--- config.mk ---
export PLATFORM = sky130hd
export DESIGN_NAME = encoder_keyscan_adc_readout
export DESIGN_NICKNAME = d
export VERILOG_FILES = /design/src/include/readout_pkg.sv /design/src/include/fifo_if.sv /design/src/logic/result_fifo.sv /design/src/logic/encoder_keyscan_adc_readout.sv
export SDC_FILE = /design/constraint.sdc
export NUM_CORES = 1
export LEC_CHECK = 0
export BUFFER_PORTS_ARGS = -buffer_cell sky130_fd_sc_hd__buf_2
export CAP_MARGIN = 20
export CORE_ASPECT_RATIO = 1.2
export CORE_MARGIN = 2
export CORE_UTILIZATION = 60
export CTS_CLUSTER_DIAMETER = 80
export CTS_CLUSTER_SIZE = 20
export DETAILED_ROUTE_END_ITERATION = 6
export PLACE_DENSITY = 0.89
export SYNTH_ARGS = -nofsm -noshare
export SYNTH_HDL_FRONTEND = slang
export SYNTH_SLANG_ARGS = --single-unit
--- constraint.sdc ---
create_clock -name sys_clk -period 13.1 [get_ports sys_clk]
set_input_delay 2.62 -clock sys_clk [delete_from_list [all_inputs] [get_ports sys_clk]]
set_output_delay 2.62 -clock sys_clk [all_outputs]
set_load 0.1 [all_outputs]
--- src/include/readout_pkg.sv ---
package readout_pkg;
  // Clock and filter timing
  localparam int CLK_PERIOD_NS = 50;
  localparam int FILTER_NS = 620;
  localparam int FILTER_CYC = (FILTER_NS + CLK_PERIOD_NS - 1) / CLK_PERIOD_NS;
  localparam int FILTER_W = 4;
  localparam logic [FILTER_W-1:0] FILTER_LAST = FILTER_W'(FILTER_CYC - 1);
  localparam logic [FILTER_W-1:0] FILTER_ONE = 4'h1;
  // Keyscan row pulse width
  localparam int ROW_PULSE_NS = 39000;
  localparam int ROW_CYC = (ROW_PULSE_NS + CLK_PERIOD_NS - 1) / CLK_PERIOD_NS;
  localparam int ROW_W = 10;
  localparam logic [ROW_W-1:0] ROW_LAST = ROW_W'(ROW_CYC - 1);
  localparam logic [ROW_W-1:0] TICK_ONE = 10'h001;
  // Key matrix
  localparam int KEY_ROWS = 5;
  localparam int KEY_BITS = 25;
  localparam logic [KEY_ROWS-1:0] ROW_FIRST = 5'h01;
  localparam logic [KEY_ROWS-1:0] ROW_NONE = 5'h00;
  // Function codes, value is {M2,M1,M0}
  localparam int CODE_W = 3;
  localparam logic [CODE_W-1:0] FC_STOP = 3'h5;
  localparam logic [CODE_W-1:0] FC_SWITCH = 3'h6;
  localparam logic [CODE_W-1:0] FC_ADC = 3'h7;
  localparam logic [1:0] RX_FULL = 2'h3;
  localparam logic [1:0] RX_ONE = 2'h1;
  // Conversion results
  localparam int CHANNELS = 6;
  localparam int RESULT_W = 8;
  localparam int CHAN_W = 3;
  localparam logic [CHAN_W-1:0] CHAN_LIMIT = CHAN_W'(CHANNELS);
  localparam int OUT_BITS = 48;
  localparam int FIFO_W = CHAN_W + RESULT_W;
  localparam int FIFO_DEPTH = 8;
  // Contact counter
  localparam logic [2:0] COUNT_MAX = 3'h7;
  localparam logic [2:0] COUNT_ZERO = 3'h0;
  localparam logic [2:0] COUNT_ONE = 3'h1;
  localparam logic [1:0] STOPS_ONE = 2'h1;
  localparam logic [1:0] STOPS_TWO = 2'h2;
  // Synchronised pin vector positions
  localparam int PIN_CS = 0;
  localparam int PIN_SCLK = 1;
  localparam int PIN_SDI = 2;
  localparam int PIN_A = 3;
  localparam int PIN_N = 5;

  typedef enum logic [2:0] {
    LINK_IDLE = 3'b001,
    LINK_ARMED = 3'b010,
    LINK_SEND = 3'b100
  } link_state_e;

  typedef enum logic [1:0] {
    SCAN_IDLE = 2'b01,
    SCAN_RUN = 2'b10
  } scan_state_e;
endpackage : readout_pkg

--- src/include/fifo_if.sv ---
`timescale 1ns/1ns
interface fifo_if #(parameter int W = 11);
  logic in_valid;
  logic in_ready;
  logic [W-1:0] in_data;
  logic out_valid;
  logic out_ready;
  logic [W-1:0] out_data;
  modport store (input in_valid, output in_ready, input in_data,
                 output out_valid, input out_ready, output out_data);
  modport user (output in_valid, input in_ready, output in_data,
                input out_valid, output out_ready, input out_data);
endinterface : fifo_if

--- src/logic/result_fifo.sv ---
`timescale 1ns/1ns
module result_fifo #(
  parameter int WIDTH = 11,
  parameter int DEPTH = 8
) (
  input wire logic clk,
  input wire logic rst,
  fifo_if.store port
);
  localparam int AW = $clog2(DEPTH);
  localparam int CW = $clog2(DEPTH + 1);
  localparam logic [CW-1:0] FULL = CW'(DEPTH);

  logic [WIDTH-1:0] mem_ff [DEPTH];
  logic [AW-1:0] wptr_ff, nxt_wptr, rptr_ff, nxt_rptr;
  logic [CW-1:0] cnt_ff, nxt_cnt;
  logic in_ready_ff, nxt_in_ready;
  logic out_valid_ff, nxt_out_valid;
  logic [WIDTH-1:0] out_data_ff, nxt_out_data;
  logic push, load;

  assign push = port.in_valid & in_ready_ff;
  assign load = (cnt_ff != '0) & (~out_valid_ff | port.out_ready);
  assign port.in_ready = in_ready_ff;
  assign port.out_valid = out_valid_ff;
  assign port.out_data = out_data_ff;

  // Storage has no reset; only pointers and flags need a defined value
  always_ff @(posedge clk) begin
    if (push) begin
      mem_ff[wptr_ff] <= port.in_data;
    end
  end

  // Read data always leaves through the output register
  always_comb begin
    nxt_wptr = wptr_ff + AW'(push);
    nxt_rptr = rptr_ff + AW'(load);
    nxt_cnt = cnt_ff + CW'(push) - CW'(load);
    nxt_in_ready = nxt_cnt != FULL; // Ready drops as soon as storage fills
    nxt_out_valid = load | (out_valid_ff & ~port.out_ready);
    nxt_out_data = load ? mem_ff[rptr_ff] : out_data_ff;
  end

  always_ff @(posedge clk or posedge rst) begin
    if (rst) begin
      wptr_ff <= '0;
      rptr_ff <= '0;
      cnt_ff <= '0;
      in_ready_ff <= 1'b0;
      out_valid_ff <= 1'b0;
      out_data_ff <= '0;
    end else begin
      wptr_ff <= nxt_wptr;
      rptr_ff <= nxt_rptr;
      cnt_ff <= nxt_cnt;
      in_ready_ff <= nxt_in_ready;
      out_valid_ff <= nxt_out_valid;
      out_data_ff <= nxt_out_data;
    end
  end
endmodule : result_fifo

--- src/logic/encoder_keyscan_adc_readout.sv ---
`timescale 1ns/1ns
module encoder_keyscan_adc_readout (
  input wire logic sys_clk,
  input wire logic rst,
  input wire logic cs_pin,
  input wire logic sclk_pin,
  input wire logic sdata_in,
  output logic sdata_out,
  output logic sdata_oe,
  input wire logic enc_a,
  input wire logic enc_b,
  input wire logic [readout_pkg::KEY_BITS-1:0] key_sense,
  output logic [readout_pkg::KEY_ROWS-1:0] key_row,
  output logic scanning,
  output logic irq,
  output logic up_pulse,
  output logic down_pulse,
  output logic rotation_direction,
  output logic [2:0] contact_count,
  input wire logic adc_valid,
  input wire logic [readout_pkg::CHAN_W-1:0] adc_channel,
  input wire logic [readout_pkg::RESULT_W-1:0] adc_result,
  output logic adc_ready
);
  import readout_pkg::*;

  function automatic logic rise_of(input logic now, input logic was);
    return now & ~was;
  endfunction : rise_of

  // Pin synchronisers and edge history
  logic [PIN_N-1:0] pin_meta_ff, pin_sync_ff, pin_dly_ff;
  logic [KEY_BITS-1:0] key_meta_ff, key_sync_ff, key_last_ff;
  logic cs_rise, cs_fall, sclk_rise, key_change;

  // Link state
  link_state_e link_ff, nxt_link;
  logic [CODE_W-1:0] rx_code_ff, nxt_rx_code;
  logic [1:0] rx_cnt_ff, nxt_rx_cnt;
  logic [OUT_BITS-1:0] shreg_ff, nxt_shreg;
  logic sel_switch_ff, nxt_sel_switch;
  logic oe_ff, nxt_oe, dout_ff, nxt_dout;
  logic frame_ok, cmd_adc, cmd_switch, stop_cmd, clear_event;

  // Encoder, counter, interrupt
  wire [1:0] enc_accept;
  wire [1:0] enc_level;
  logic up_det, down_det;
  logic up_ff, down_ff, dir_ff, nxt_dir, irq_ff, nxt_irq;
  logic [2:0] count_ff, nxt_count, count_base;

  // Keyscan
  scan_state_e scan_ff, nxt_scan;
  logic [KEY_ROWS-1:0] row_ff, nxt_row;
  logic [ROW_W-1:0] tick_ff, nxt_tick;
  logic first_ff, nxt_first;
  logic scan_on_ff, nxt_scan_on;
  logic [1:0] stops_ff, nxt_stops;
  logic scan_first_done;

  // Results
  logic [RESULT_W-1:0] rslt_ff [CHANNELS];
  logic [RESULT_W-1:0] nxt_rslt [CHANNELS];
  logic pop;
  logic [CHAN_W-1:0] pop_chan;

  fifo_if #(.W(FIFO_W)) rq ();

  result_fifo #(.WIDTH(FIFO_W), .DEPTH(FIFO_DEPTH)) u_fifo (
    .clk(sys_clk),
    .rst(rst),
    .port(rq.store)
  );

  // Every link, encoder and key pin crosses two flops before any logic looks at it; the ADC inputs go straight to the FIFO
  always_ff @(posedge sys_clk or posedge rst) begin
    if (rst) begin
      pin_meta_ff <= '0;
      pin_sync_ff <= '0;
      pin_dly_ff <= '0;
      key_meta_ff <= '0;
      key_sync_ff <= '0;
      key_last_ff <= '0;
    end else begin
      pin_meta_ff <= {enc_b, enc_a, sdata_in, sclk_pin, cs_pin};
      pin_sync_ff <= pin_meta_ff;
      pin_dly_ff <= pin_sync_ff;
      key_meta_ff <= key_sense;
      key_sync_ff <= key_meta_ff;
      key_last_ff <= key_sync_ff;
    end
  end

  assign cs_rise = rise_of(pin_sync_ff[PIN_CS], pin_dly_ff[PIN_CS]);
  assign cs_fall = rise_of(pin_dly_ff[PIN_CS], pin_sync_ff[PIN_CS]);
  assign sclk_rise = rise_of(pin_sync_ff[PIN_SCLK], pin_dly_ff[PIN_SCLK]);
  assign key_change = |(key_sync_ff ^ key_last_ff);

  assign frame_ok = cs_fall && (link_ff == LINK_IDLE) && (rx_cnt_ff == RX_FULL);
  assign cmd_adc = frame_ok && (rx_code_ff == FC_ADC);
  assign cmd_switch = frame_ok && (rx_code_ff == FC_SWITCH);
  assign stop_cmd = frame_ok && (rx_code_ff == FC_STOP);
  assign clear_event = cmd_switch | (cs_fall & (link_ff == LINK_SEND) & sel_switch_ff);

  // Serial receive and transmit; the last three bits before select falls form the code
  always_comb begin
    nxt_rx_code = rx_code_ff;
    nxt_rx_cnt = rx_cnt_ff;
    nxt_link = link_ff;
    nxt_shreg = shreg_ff;
    nxt_sel_switch = sel_switch_ff;
    if (cs_fall) begin
      nxt_rx_cnt = '0;
    end else if (pin_sync_ff[PIN_CS] && sclk_rise && link_ff == LINK_IDLE) begin
      nxt_rx_code = {pin_sync_ff[PIN_SDI], rx_code_ff[CODE_W-1:1]};
      if (rx_cnt_ff != RX_FULL) begin
        nxt_rx_cnt = rx_cnt_ff + RX_ONE;
      end
    end
    case (link_ff)
      LINK_IDLE: begin
        if (cmd_adc || cmd_switch) begin
          nxt_link = LINK_ARMED;
          nxt_sel_switch = cmd_switch;
          if (cmd_switch) begin
            nxt_shreg = OUT_BITS'({count_ff, dir_ff, key_sync_ff});
          end else begin
            for (int ch = 0; ch < CHANNELS; ch++) begin
              nxt_shreg[ch*RESULT_W +: RESULT_W] = rslt_ff[ch];
            end
          end
        end
      end
      LINK_ARMED: begin
        if (cs_rise) begin
          nxt_link = LINK_SEND;
        end
      end
      LINK_SEND: begin
        if (cs_fall) begin
          nxt_link = LINK_IDLE;
        end else if (sclk_rise) begin
          nxt_shreg = {1'b0, shreg_ff[OUT_BITS-1:1]};
        end
      end
      default: begin
        nxt_link = LINK_IDLE;
      end
    endcase
    nxt_oe = nxt_link == LINK_SEND;
    nxt_dout = nxt_shreg[0];
  end

  always_ff @(posedge sys_clk or posedge rst) begin
    if (rst) begin
      link_ff <= LINK_IDLE;
      rx_code_ff <= '0;
      rx_cnt_ff <= '0;
      shreg_ff <= '0;
      sel_switch_ff <= 1'b0;
      oe_ff <= 1'b0;
      dout_ff <= 1'b0;
    end else begin
      link_ff <= nxt_link;
      rx_code_ff <= nxt_rx_code;
      rx_cnt_ff <= nxt_rx_cnt;
      shreg_ff <= nxt_shreg;
      sel_switch_ff <= nxt_sel_switch;
      oe_ff <= nxt_oe;
      dout_ff <= nxt_dout;
    end
  end

  // system clock
  // A new level is taken only after it has held for the whole filter time
  for (genvar i = 0; i < 2; i++) begin : gen_filt
    logic filt_ff, nxt_filt;
    logic [FILTER_W-1:0] cnt_ff, nxt_cnt;
    assign enc_accept[i] = (pin_sync_ff[PIN_A+i] != filt_ff) && (cnt_ff == FILTER_LAST);
    assign enc_level[i] = filt_ff;
    always_comb begin
      nxt_filt = filt_ff;
      nxt_cnt = '0;
      if (enc_accept[i]) begin
        nxt_filt = pin_sync_ff[PIN_A+i];
      end else if (pin_sync_ff[PIN_A+i] != filt_ff) begin
        nxt_cnt = cnt_ff + FILTER_ONE;
      end
    end
    always_ff @(posedge sys_clk or posedge rst) begin
      if (rst) begin
        filt_ff <= 1'b0;
        cnt_ff <= '0;
      end else begin
        filt_ff <= nxt_filt;
        cnt_ff <= nxt_cnt;
      end
    end
  end

  // Phase decode on the filtered A rise: B low is clockwise, B high the reverse
  assign up_det = enc_accept[0] & pin_sync_ff[PIN_A] & ~enc_level[1];
  assign down_det = enc_accept[0] & pin_sync_ff[PIN_A] & enc_level[1];

  // Counter, direction and interrupt; a set in the clearing cycle survives
  always_comb begin
    count_base = clear_event ? COUNT_ZERO : count_ff;
    nxt_count = count_base;
    nxt_dir = dir_ff;
    if (up_det) begin
      nxt_count = (count_base == COUNT_MAX) ? COUNT_MAX : count_base + COUNT_ONE;
      nxt_dir = 1'b0;
    end else if (down_det) begin
      nxt_count = (count_base == COUNT_ZERO) ? COUNT_ZERO : count_base - COUNT_ONE;
      nxt_dir = 1'b1;
    end
    nxt_irq = irq_ff;
    if (clear_event) begin
      nxt_irq = 1'b0;
    end
    if (up_det || down_det || scan_first_done) begin
      nxt_irq = 1'b1;
    end
  end

  always_ff @(posedge sys_clk or posedge rst) begin
    if (rst) begin
      up_ff <= 1'b0;
      down_ff <= 1'b0;
      dir_ff <= 1'b0;
      count_ff <= COUNT_ZERO;
      irq_ff <= 1'b0;
    end else begin
      up_ff <= up_det;
      down_ff <= down_det;
      dir_ff <= nxt_dir;
      count_ff <= nxt_count;
      irq_ff <= nxt_irq;
    end
  end

  assign scan_first_done = (scan_ff == SCAN_RUN) && (tick_ff == ROW_LAST) && row_ff[KEY_ROWS-1] && first_ff;

  // Keyscan sequencer; rows stay quiet while idle to keep scan noise off the board
  always_comb begin
    nxt_scan = scan_ff;
    nxt_row = row_ff;
    nxt_tick = tick_ff;
    nxt_first = first_ff;
    nxt_stops = stops_ff;
    case (scan_ff)
      SCAN_IDLE: begin
        if (key_change) begin
          nxt_scan = SCAN_RUN;
          nxt_row = ROW_FIRST;
          nxt_tick = '0;
          nxt_first = 1'b1;
          nxt_stops = STOPS_ONE;
        end
      end
      SCAN_RUN: begin
        if (tick_ff == ROW_LAST) begin
          nxt_tick = '0;
          nxt_row = {row_ff[KEY_ROWS-2:0], row_ff[KEY_ROWS-1]};
          if (row_ff[KEY_ROWS-1]) begin
            nxt_first = 1'b0;
          end
        end else begin
          nxt_tick = tick_ff + TICK_ONE;
        end
        if (key_change) begin
          nxt_stops = STOPS_TWO;
        end else if (stop_cmd && stops_ff == STOPS_ONE) begin
          nxt_scan = SCAN_IDLE;
          nxt_row = ROW_NONE;
          nxt_tick = '0;
        end else if (stop_cmd) begin
          nxt_stops = STOPS_ONE;
        end
      end
      default: begin
        nxt_scan = SCAN_IDLE;
        nxt_row = ROW_NONE;
      end
    endcase
    // Status pin gets its own flop so it leaves the block glitch free
    nxt_scan_on = nxt_scan == SCAN_RUN;
  end

  always_ff @(posedge sys_clk or posedge rst) begin
    if (rst) begin
      scan_ff <= SCAN_IDLE;
      scan_on_ff <= 1'b0;
      row_ff <= ROW_NONE;
      tick_ff <= '0;
      first_ff <= 1'b0;
      stops_ff <= '0;
    end else begin
      scan_ff <= nxt_scan;
      scan_on_ff <= nxt_scan_on;
      row_ff <= nxt_row;
      tick_ff <= nxt_tick;
      first_ff <= nxt_first;
      stops_ff <= nxt_stops;
    end
  end

  // Results drain only while the link is idle, so a word being shifted never changes
  assign rq.in_valid = adc_valid;
  assign rq.in_data = {adc_channel, adc_result};
  assign rq.out_ready = link_ff == LINK_IDLE;
  assign pop = rq.out_valid & rq.out_ready;
  assign pop_chan = rq.out_data[FIFO_W-1 -: CHAN_W];

  always_comb begin
    nxt_rslt = rslt_ff;
    if (pop && pop_chan < CHAN_LIMIT) begin
      nxt_rslt[pop_chan] = rq.out_data[RESULT_W-1:0];
    end
  end

  always_ff @(posedge sys_clk or posedge rst) begin
    if (rst) begin
      rslt_ff <= '{default: '0};
    end else begin
      rslt_ff <= nxt_rslt;
    end
  end

  // Outputs
  assign sdata_out = dout_ff;
  assign sdata_oe = oe_ff;
  assign key_row = row_ff;
  assign scanning = scan_on_ff;
  assign irq = irq_ff;
  assign up_pulse = up_ff;
  assign down_pulse = down_ff;
  assign rotation_direction = dir_ff;
  assign contact_count = count_ff;
  assign adc_ready = rq.in_ready;
endmodule : encoder_keyscan_adc_readout

==> results of run 1 <==
==> cells in the mapped netlist, drive strengths merged (2+ instances only) <==
master and n:
dfrtp 252, xnor2 4, inv 23, nor3b 4
nand2 156, and4 3, nor2b 2, o311ai 6
and3 2, nand2b 7, a21oi 86, o21ai 42
o31a 3, nand3 41, or3b 2, dfstp 2
a31oi 20, and4b 2, a211oi 2, nor3 9
o22ai 3, a22oi 4, or2 3, edfxtp 88
or3 2, nor2 58, and2 3, mux4 22
nand4 8, ha 16, nor4bb 2, mux2 51
mux2i 13, buf 19, nor4 9, clkbuf 26
o211ai 3, xor2 33, o31ai 2
==> power by group through the flow <==
stage                     registers (mW)  clock network [mW]  logic (mW)
after floorplan                     1.38                   0       0.474
after global placement              1.44                   0       0.529
after detailed placement            1.45                   0       0.572
after CTS                           1.44               0.652       0.582
after global routing                1.46               0.691       0.639
final                               1.44               0.641       0.577
==> cells by family (layout without fill, tap and decap cells) <==
logic type / after synthesis / count (layout) / synth area share
and+or+nand+nor: 315 / 315 / 0.1084
buffers and inverters: 68 / 127 / 0.02305
muxes: 86 / 86 / 0.08844
xor gates and xnor gates: 37 / 37 / 0.02388
adders and majority gates: 17 / 17 / 0.01623
DFF: 342 / 342 / 0.6634
AOI/OAI and AO/OA: 176 / 176 / 0.07654
==> stage by stage <==
stage	hold WS [ns]	instances	util
floorplan	0.3312	1041	-
finish	0.3302	1379	0.6580
global placement	0.3335	1343	0.6309
CTS	0.3421	1379	0.6580
detailed placement	0.3358	1343	0.6309
global route	0.3564	1379	0.6580
==> layout make-up <==
class / count / area share
repair buffers: 68 / 0.02473
clock inverters: 2 / 0.001962
well taps: 279 / 0.02380
multi-input cells: 631 / 0.2904
clock buffers: 34 / 0.03915
flip-flops and latches: 342 / 0.6136
inverters: 23 / 0.006397
==> worst max-delay path by stage <==
stage | from | endpoint | depth (start not counted)
finish | contact_count[0] | contact_count[0] | 1
global route | link_ff[0] | u_fifo.port.in_ready | 9
CTS | contact_count[0] | contact_count[0] | 1
detailed placement | adc_valid | u_fifo.port.in_ready | 7
global placement | adc_valid | u_fifo.port.in_ready | 7
floorplan | rst | contact_count[0] | 1
==> state kept, by name, summed over array words and instances (netlist names), 3 cells and up <==
| signal | cells |
|---|---|
| contact_count | 3 |
| gen_filt.cnt_ff | 8 |
| key_last_ff | 25 |
| key_meta_ff | 25 |
| key_row | 5 |
| key_sync_ff | 25 |
| link_ff | 3 |
| pin_meta_ff | 5 |
| pin_sync_ff | 5 |
| rslt_ff | 48 |
| rx_code_ff | 3 |
| shreg_ff | 48 |
| tick_ff | 10 |
| u_fifo.cnt_ff | 4 |
| u_fifo.mem_ff | 88 |
| u_fifo.port.out_data | 11 |
| u_fifo.rptr_ff | 3 |
| u_fifo.wptr_ff | 3 |
==> per-layer routing <==
metal,global-route usage,part of all wire,up-vias
met5,0,0,-
met1,0.3124,0.41,4129
met4,0.07043,0.027,0
li1,-,-,3777
met3,0.02716,0.050,55
met2,0.3873,0.52,274
==> metrics.md, run 1 <==
| Metric | Value |
|---|---|
| Final period util | `0.3129` |
| Most frequent cells in the layout | `252 x dfrtp_1, 156 x nand2_1, 88 x edfxtp_1` |
| Pwr Total | `2.658 mW` |
| Chip width | `~140 µm` |
| Reg power frac | `0.542` |
| Post-detail-place hpwl | `around 17000 µm` |
| Setup CP Type | `flop to primary output` |
| CP startpoint kind | `flop` |
| Mapped Nets | `between 1000 and 1500` |
| Sequential element share of the synthesized area | `0.6634` |
| R2R cell count | `9` |
| CTS tree | `yes` |
| Pre-antenna DRT Iters | `5` |
| PwrDens | `between 150 and 200 nW/µm²` |
| Setup_tns | `0 ns` |
| Cells after Synth | `between 1000 and 1500` |
| Slew at the pin with the worst max-slew slack | `slightly above 1 ns` |
| # port buffers | `59` |
| Starting density of the core | `0.6085` |
| CP Capture Type | `primary output` |
| Post-route minimum period | `4.099 ns` |
| Class of the worst hold path | `flop to flop` |
| Multi-input gate area | `~4300 µm²` |
| Clock buffer depth | `3` |
| DR DRC count | `0` |
| Clock share of power | `0.241` |
| CP peak stage delay | `about 0.48 ns` |
| Antenna cells | `0` |
| Fmax | `about 240 MHz` |
| Post-synth EDFFs | `just under 90` |
| Post_cts resized | `0` |
| YS warnings | `0` |
| Synth cell types | `64` |
| Reg clk slew, reported paths | `0.09 ns` |
| Setup ws final | `9.001 ns` |
| Req. time, crit path | `10.48 ns` |
| Post-Place Cell Area | `~14000 µm²` |
| Design area | `14670 µm²` |
| CP delay by family, top | `flip-flops` |
| Final setup vio count | `0` |
| Sequential cell area | `9001 µm²` |
| Gr usage total | `0.2276` |
| Hold Crit Start | `key_meta_ff[1]` |
| Cell Area, Synth | `13570 µm²` |
| Combinational Power Share | `0.217` |
| Nets | `1148` |
| Synth top area share | `0.4648` |
| Worst Skew | `0.03072 ns` |
| CTS Hold Bufs | `0` |
| Pins Over Slew Limit | `0` |
| Root Driver | `clkbuf_16` |
| Internal Pwr Total | `~1.9 mW` |
| LEAKAGE | `6.197 nW` |
| CP Buf/Inv Count | `1` |
| Global-route wire length before repair | `between 40000 and 50000 µm` |
| CTS Sinks | `342` |
| Worst reg2reg path startpoint | `link_ff[0]` |
| Max cap viols | `0` |
| CTS Buf Count | `21` |
| Layout area overhead | `8.124%` |
| Worst ir drop on vdd | `~0.00019 V` |
| Vias in the first global route | `roughly 8300` |
| Sw frac | `0.2927` |
| Routability cong. | `approximately 0.80` |
| Main synth FF type | `dfrtp_1` |
| CP max-delay cell | `dfrtp_1` |
| Layout cells sized above 1 | `0.1727` |
| H-tree depth | `1` |
| Ys async rst share | `0.7427` |
| Largest net degree at the start of global routing | `116` |
| Top post-synthesis cells by area | `dfrtp_1 46%, edfxtp_1 19%, nand2_1 4.3%` |
| Drt total wl | `~26000 µm` |
| CP Max Fanout | `8` |
| Initial antenna violation count | `0` |
| Filler cell count | `about 1500` |
| WHS Path Cells | `0` |
| Rel. slew slack | `0.3091` |
| Post-route ant nets | `0` |
| Worst-path cell chain | `buf_2` |
| Synth area leader | `dfrtp_1` |
| Clk_lat worst skew | `0.53 ns` |
| Syn_area_per_cell | `13.03 µm²` |
| Post CTS Setup Buffer Count | `0` |
| Initial drt markers | `796` |
| # rows | `60` |
| IO Pins | `60` |
| P_sw | `slightly below 0.8 mW` |
| Avg WL per Cell | `between 15 and 20 µm` |
| Unrepaired setup endpoints after global routing | `no` |
| Status | `finished clean` |
| Core Region | `around 22000 µm²` |
| Die Y | `roughly 170 µm` |
| RR Endpoint | `u_fifo.port.in_ready` |
| Crit path DAT | `roughly 1.5 ns` |
| Most common cell after layout, fill and taps aside | `dfrtp_1` |
| Die Area | `roughly 24000 µm²` |
| Worst slack, placed | `between 8 and 9 ns` |
| Via count | `around 8200` |
| GR Overflow Total | `0` |
| Final hold vios | `0` |
| Count of state elements after synthesis | `~340` |
| Worst reg-to-reg setup slack | `9.09 ns` |
| Vias per cell | `5.972` |
| Hold endpoint | `key_sync_ff[1]` |
Note: power is estimated with default switching activity, not from simulation.
==> run 2, diff against run 1 <==
ABC_AREA = 1   (was not set)
clock period = 3.9 ns   (was 13.1 ns; I/O delays follow)
==> run 2 against run 1 <==
Net effect:
- non-clock buffer count grew 2
- sequential power grew to 3.4 times the previous value
- synthesized cell count grew 26%
- synthesized area grew 2.5%
==> metrics.md, run 2 <==
| Metric | Value |
|---|---|
| Placed cells | `about 1600` |
| Die Area | `between 20000 and 25000 µm²` |
| GR Overflow Total | `0` |
| Nets | `~1400` |
| Root Driver | `clkbuf_16` |
| Post-Place Cell Area | `around 14000 µm²` |
| Setup ws final | `1.158 ns` |
| Post_cts resized | `0` |
| Synth top area share | `0.4535` |
| Top post-synthesis cells by area | `dfrtp_1 45%, edfxtp_1 19%, nand2_1 7.2%` |
| Max cap viols | `0` |
| Largest net degree at the start of global routing | `87` |
| Via count | `9612` |
| Setup_tns | `0 ns` |
| H-tree depth | `1` |
| Die Y | `170.8 µm` |
| Most frequent cells in the layout | `267 x nand2_1, 252 x dfrtp_1, 132 x nor2_1` |
| Initial drt markers | `about 940` |
| Class of the worst hold path | `input port to async pin` |
| Vias per cell | `5.715` |
| Pre-antenna DRT Iters | `5` |
| CP Max Fanout | `37` |
| Drt total wl | `approximately 28000 µm` |
| Synth cell types | `42` |
| CP Capture Type | `flop` |
| CTS Sinks | `roughly 340` |
| Layout area overhead | `8.638%` |
| Core Region | `~23000 µm²` |
| LEAKAGE | `around 6.8 nW` |
| Cell Area, Synth | `13910 µm²` |
| Fmax | `364.8 MHz` |
| Clock buffer depth | `3` |
| Syn_area_per_cell | `around 11 µm²` |
| Most common cell after layout, fill and taps aside | `nand2_1` |
| Pins Over Slew Limit | `0` |
| CP startpoint kind | `flop` |
| YS warnings | `0` |
| CTS tree | `yes` |
| Gr usage total | `0.2303` |
| Routability cong. | `0.8347` |
| Starting density of the core | `0.6053` |
| CP max-delay cell | `dfstp_2` |
| Count of state elements after synthesis | `342` |
| Global-route wire length before repair | `between 40000 and 50000 µm` |
| Avg WL per Cell | `approximately 16 µm` |
| Rel. slew slack | `0.3107` |
| Cells after Synth | `~1300` |
| PwrDens | `between 600 and 700 nW/µm²` |
| Slew at the pin with the worst max-slew slack | `1.030 ns` |
| Most common cell in the netlist | `nand2_1` |
| Status | `finished clean` |
| Worst reg-to-reg setup slack | `1.16 ns` |
| Crit path DAT | `around 3.2 ns` |
| Clk_lat worst skew | `slightly above 0.5 ns` |
| Final setup vio count | `0` |
| DR DRC count | `0` |
| Chip width | `~140 µm` |
| Worst Skew | `between 0.015 and 0.02 ns` |
| Post-detail-place hpwl | `around 18000 µm` |
| CP delay by family, top | `buffers and inverters` |
| Design area | `15110 µm²` |
| CP peak stage delay | `between 0.5 and 0.6 ns` |
| IO Pins | `60` |
| Synth area leader | `dfrtp_1` |
| CTS Buf Count | `21` |
| Worst slack, placed | `about 1.3 ns` |
| # port buffers | `59` |
| Final hold vios | `0` |
| Post-route ant nets | `0` |
| CP Buf/Inv Count | `6` |
| Unrepaired setup endpoints after global routing | `no` |
| Post-synth top cells | `267 x nand2_1, 252 x dfrtp_1, 132 x nor2_1` |
| Crit path top cell by count | `buf_4` |
| Main synth FF type | `dfrtp_1` |
| Post CTS Setup Buffer Count | `0` |
| CTS Hold Bufs | `0` |
| Vias in the first global route | `~9300` |
| Antenna cells | `0` |
| Layout Cells excl Fill | `about 1700` |
| Setup CP Type | `flop to flop` |
| # rows | `a little over 60` |
| Initial antenna violation count | `0` |
| Final period util | `0.7030` |
| Top reg by flops | `u_fifo.mem_ff` |
| Largest regs | `u_fifo.mem_ff: 88 flops, rslt_ff: 48 flops, shreg_ff: 48 flops` |
| Post-route minimum period | `2.742 ns` |
| Reg clk slew, reported paths | `0.08 ns` |
| Pwr Total | `between 9 and 10 mW` |
| Sequential element share of the synthesized area | `0.6473` |
| Layout cells sized above 1 | `0.1039` |
| Worst-path cell chain | `inv_1 -> nand3_2 -> buf_4 -> inv_1 -> nand3_1 -> nand2_2 -> buf_4 -> inv_2 -> buf_4 -> a21oi_2 -> a21oi_1` |
| Ys async rst share | `0.7427` |
| Post-synth EDFFs | `88` |
| Worst ir drop on vdd | `slightly below 0.0005 V` |
| Mapped Nets | `1373` |
| Max reg flops | `a little under 90` |
| Req. time, crit path | `around 4.3 ns` |
==> run 2: cell count changes after synthesis, moves of 17 or more <==
cell	change
xor2_1	-17
inv_1	+72
nand2_1	+111
mux4_2	-22
nor2_1	+76
a21oi_1	-48
o21ai_0	+98
o211ai_1	+24
a31oi_1	-19
mux2_2	-50
==> run 2: worst paths after layout <==
path	cells after the start	startpoint	end
max in group asynchronous	3	rst	scan_ff[0]
worst min register to register	0	key_meta_ff[4]	key_sync_ff[4]
worst max register to register	11	link_ff[0]	shreg_ff[1]
worst min-delay path	2	rst	shreg_ff[3]
min in group sys_clk	0	key_meta_ff[4]	key_sync_ff[4]
worst max-delay path	11	link_ff[0]	shreg_ff[1]
==> run 2: power breakdown <==
group / total, mW / internal, mW / switching, mW / leakage [nW]
Clock: 2.19 / 1.06 / 1.13 / 0.296
Combinational: 2.45 / 0.846 / 1.60 / 2.58
Sequential: 4.90 / 4.44 / 0.467 / 3.92
Total: 9.54 / 6.35 / 3.19 / 6.80
==> run 2: cell families (layout without fill, tap and decap cells) <==
logic type               count (synthesis)  in the layout  synth area share
AO/OA/AOI/OAI                          258            258            0.1104
XOR/XNOR                                34             34           0.02141
adder cells (fa/ha/maj)                 17             17           0.01584
buffers and inverters                  157            212           0.04634
flip-flops                             342            342            0.6473
multiplexers                            12             12          0.008728
AND/OR/NAND/NOR                        492            492            0.1500
==> run 2: layout make-up <==
cell class	instances	area (µm²)
clock buffers	36	601.8
multi-input cells	813	4260
flip-flops and latches	342	9001
fillers	1634	7866
clock inverters	1	16.27
inverters	105	397.9
well taps	315	394.1
repair buffers	70	435.4
==> run 2: routing by layer <==
layer	part of all wire	vias to the layer above	wire [µm]	track usage
met5	0	-	0	0
met2	0.51	343	14110	0.3959
met1	0.40	4719	10990	0.2977
li1	-	4470	-	-
met3	0.056	80	1544	0.02995
met4	0.037	0	1030	0.09427
==> run 2: metrics by stage <==
step / util / hold WS (ns)
5_1_grt: 0.6576 / 0.3480
6_report: 0.6576 / 0.3369
4_1_cts: 0.6573 / 0.3481
3_5_place_dp: 0.6304 / 0.3347
2_1_floorplan: - / 0.3312
3_3_place_gp: 0.6292 / 0.3324
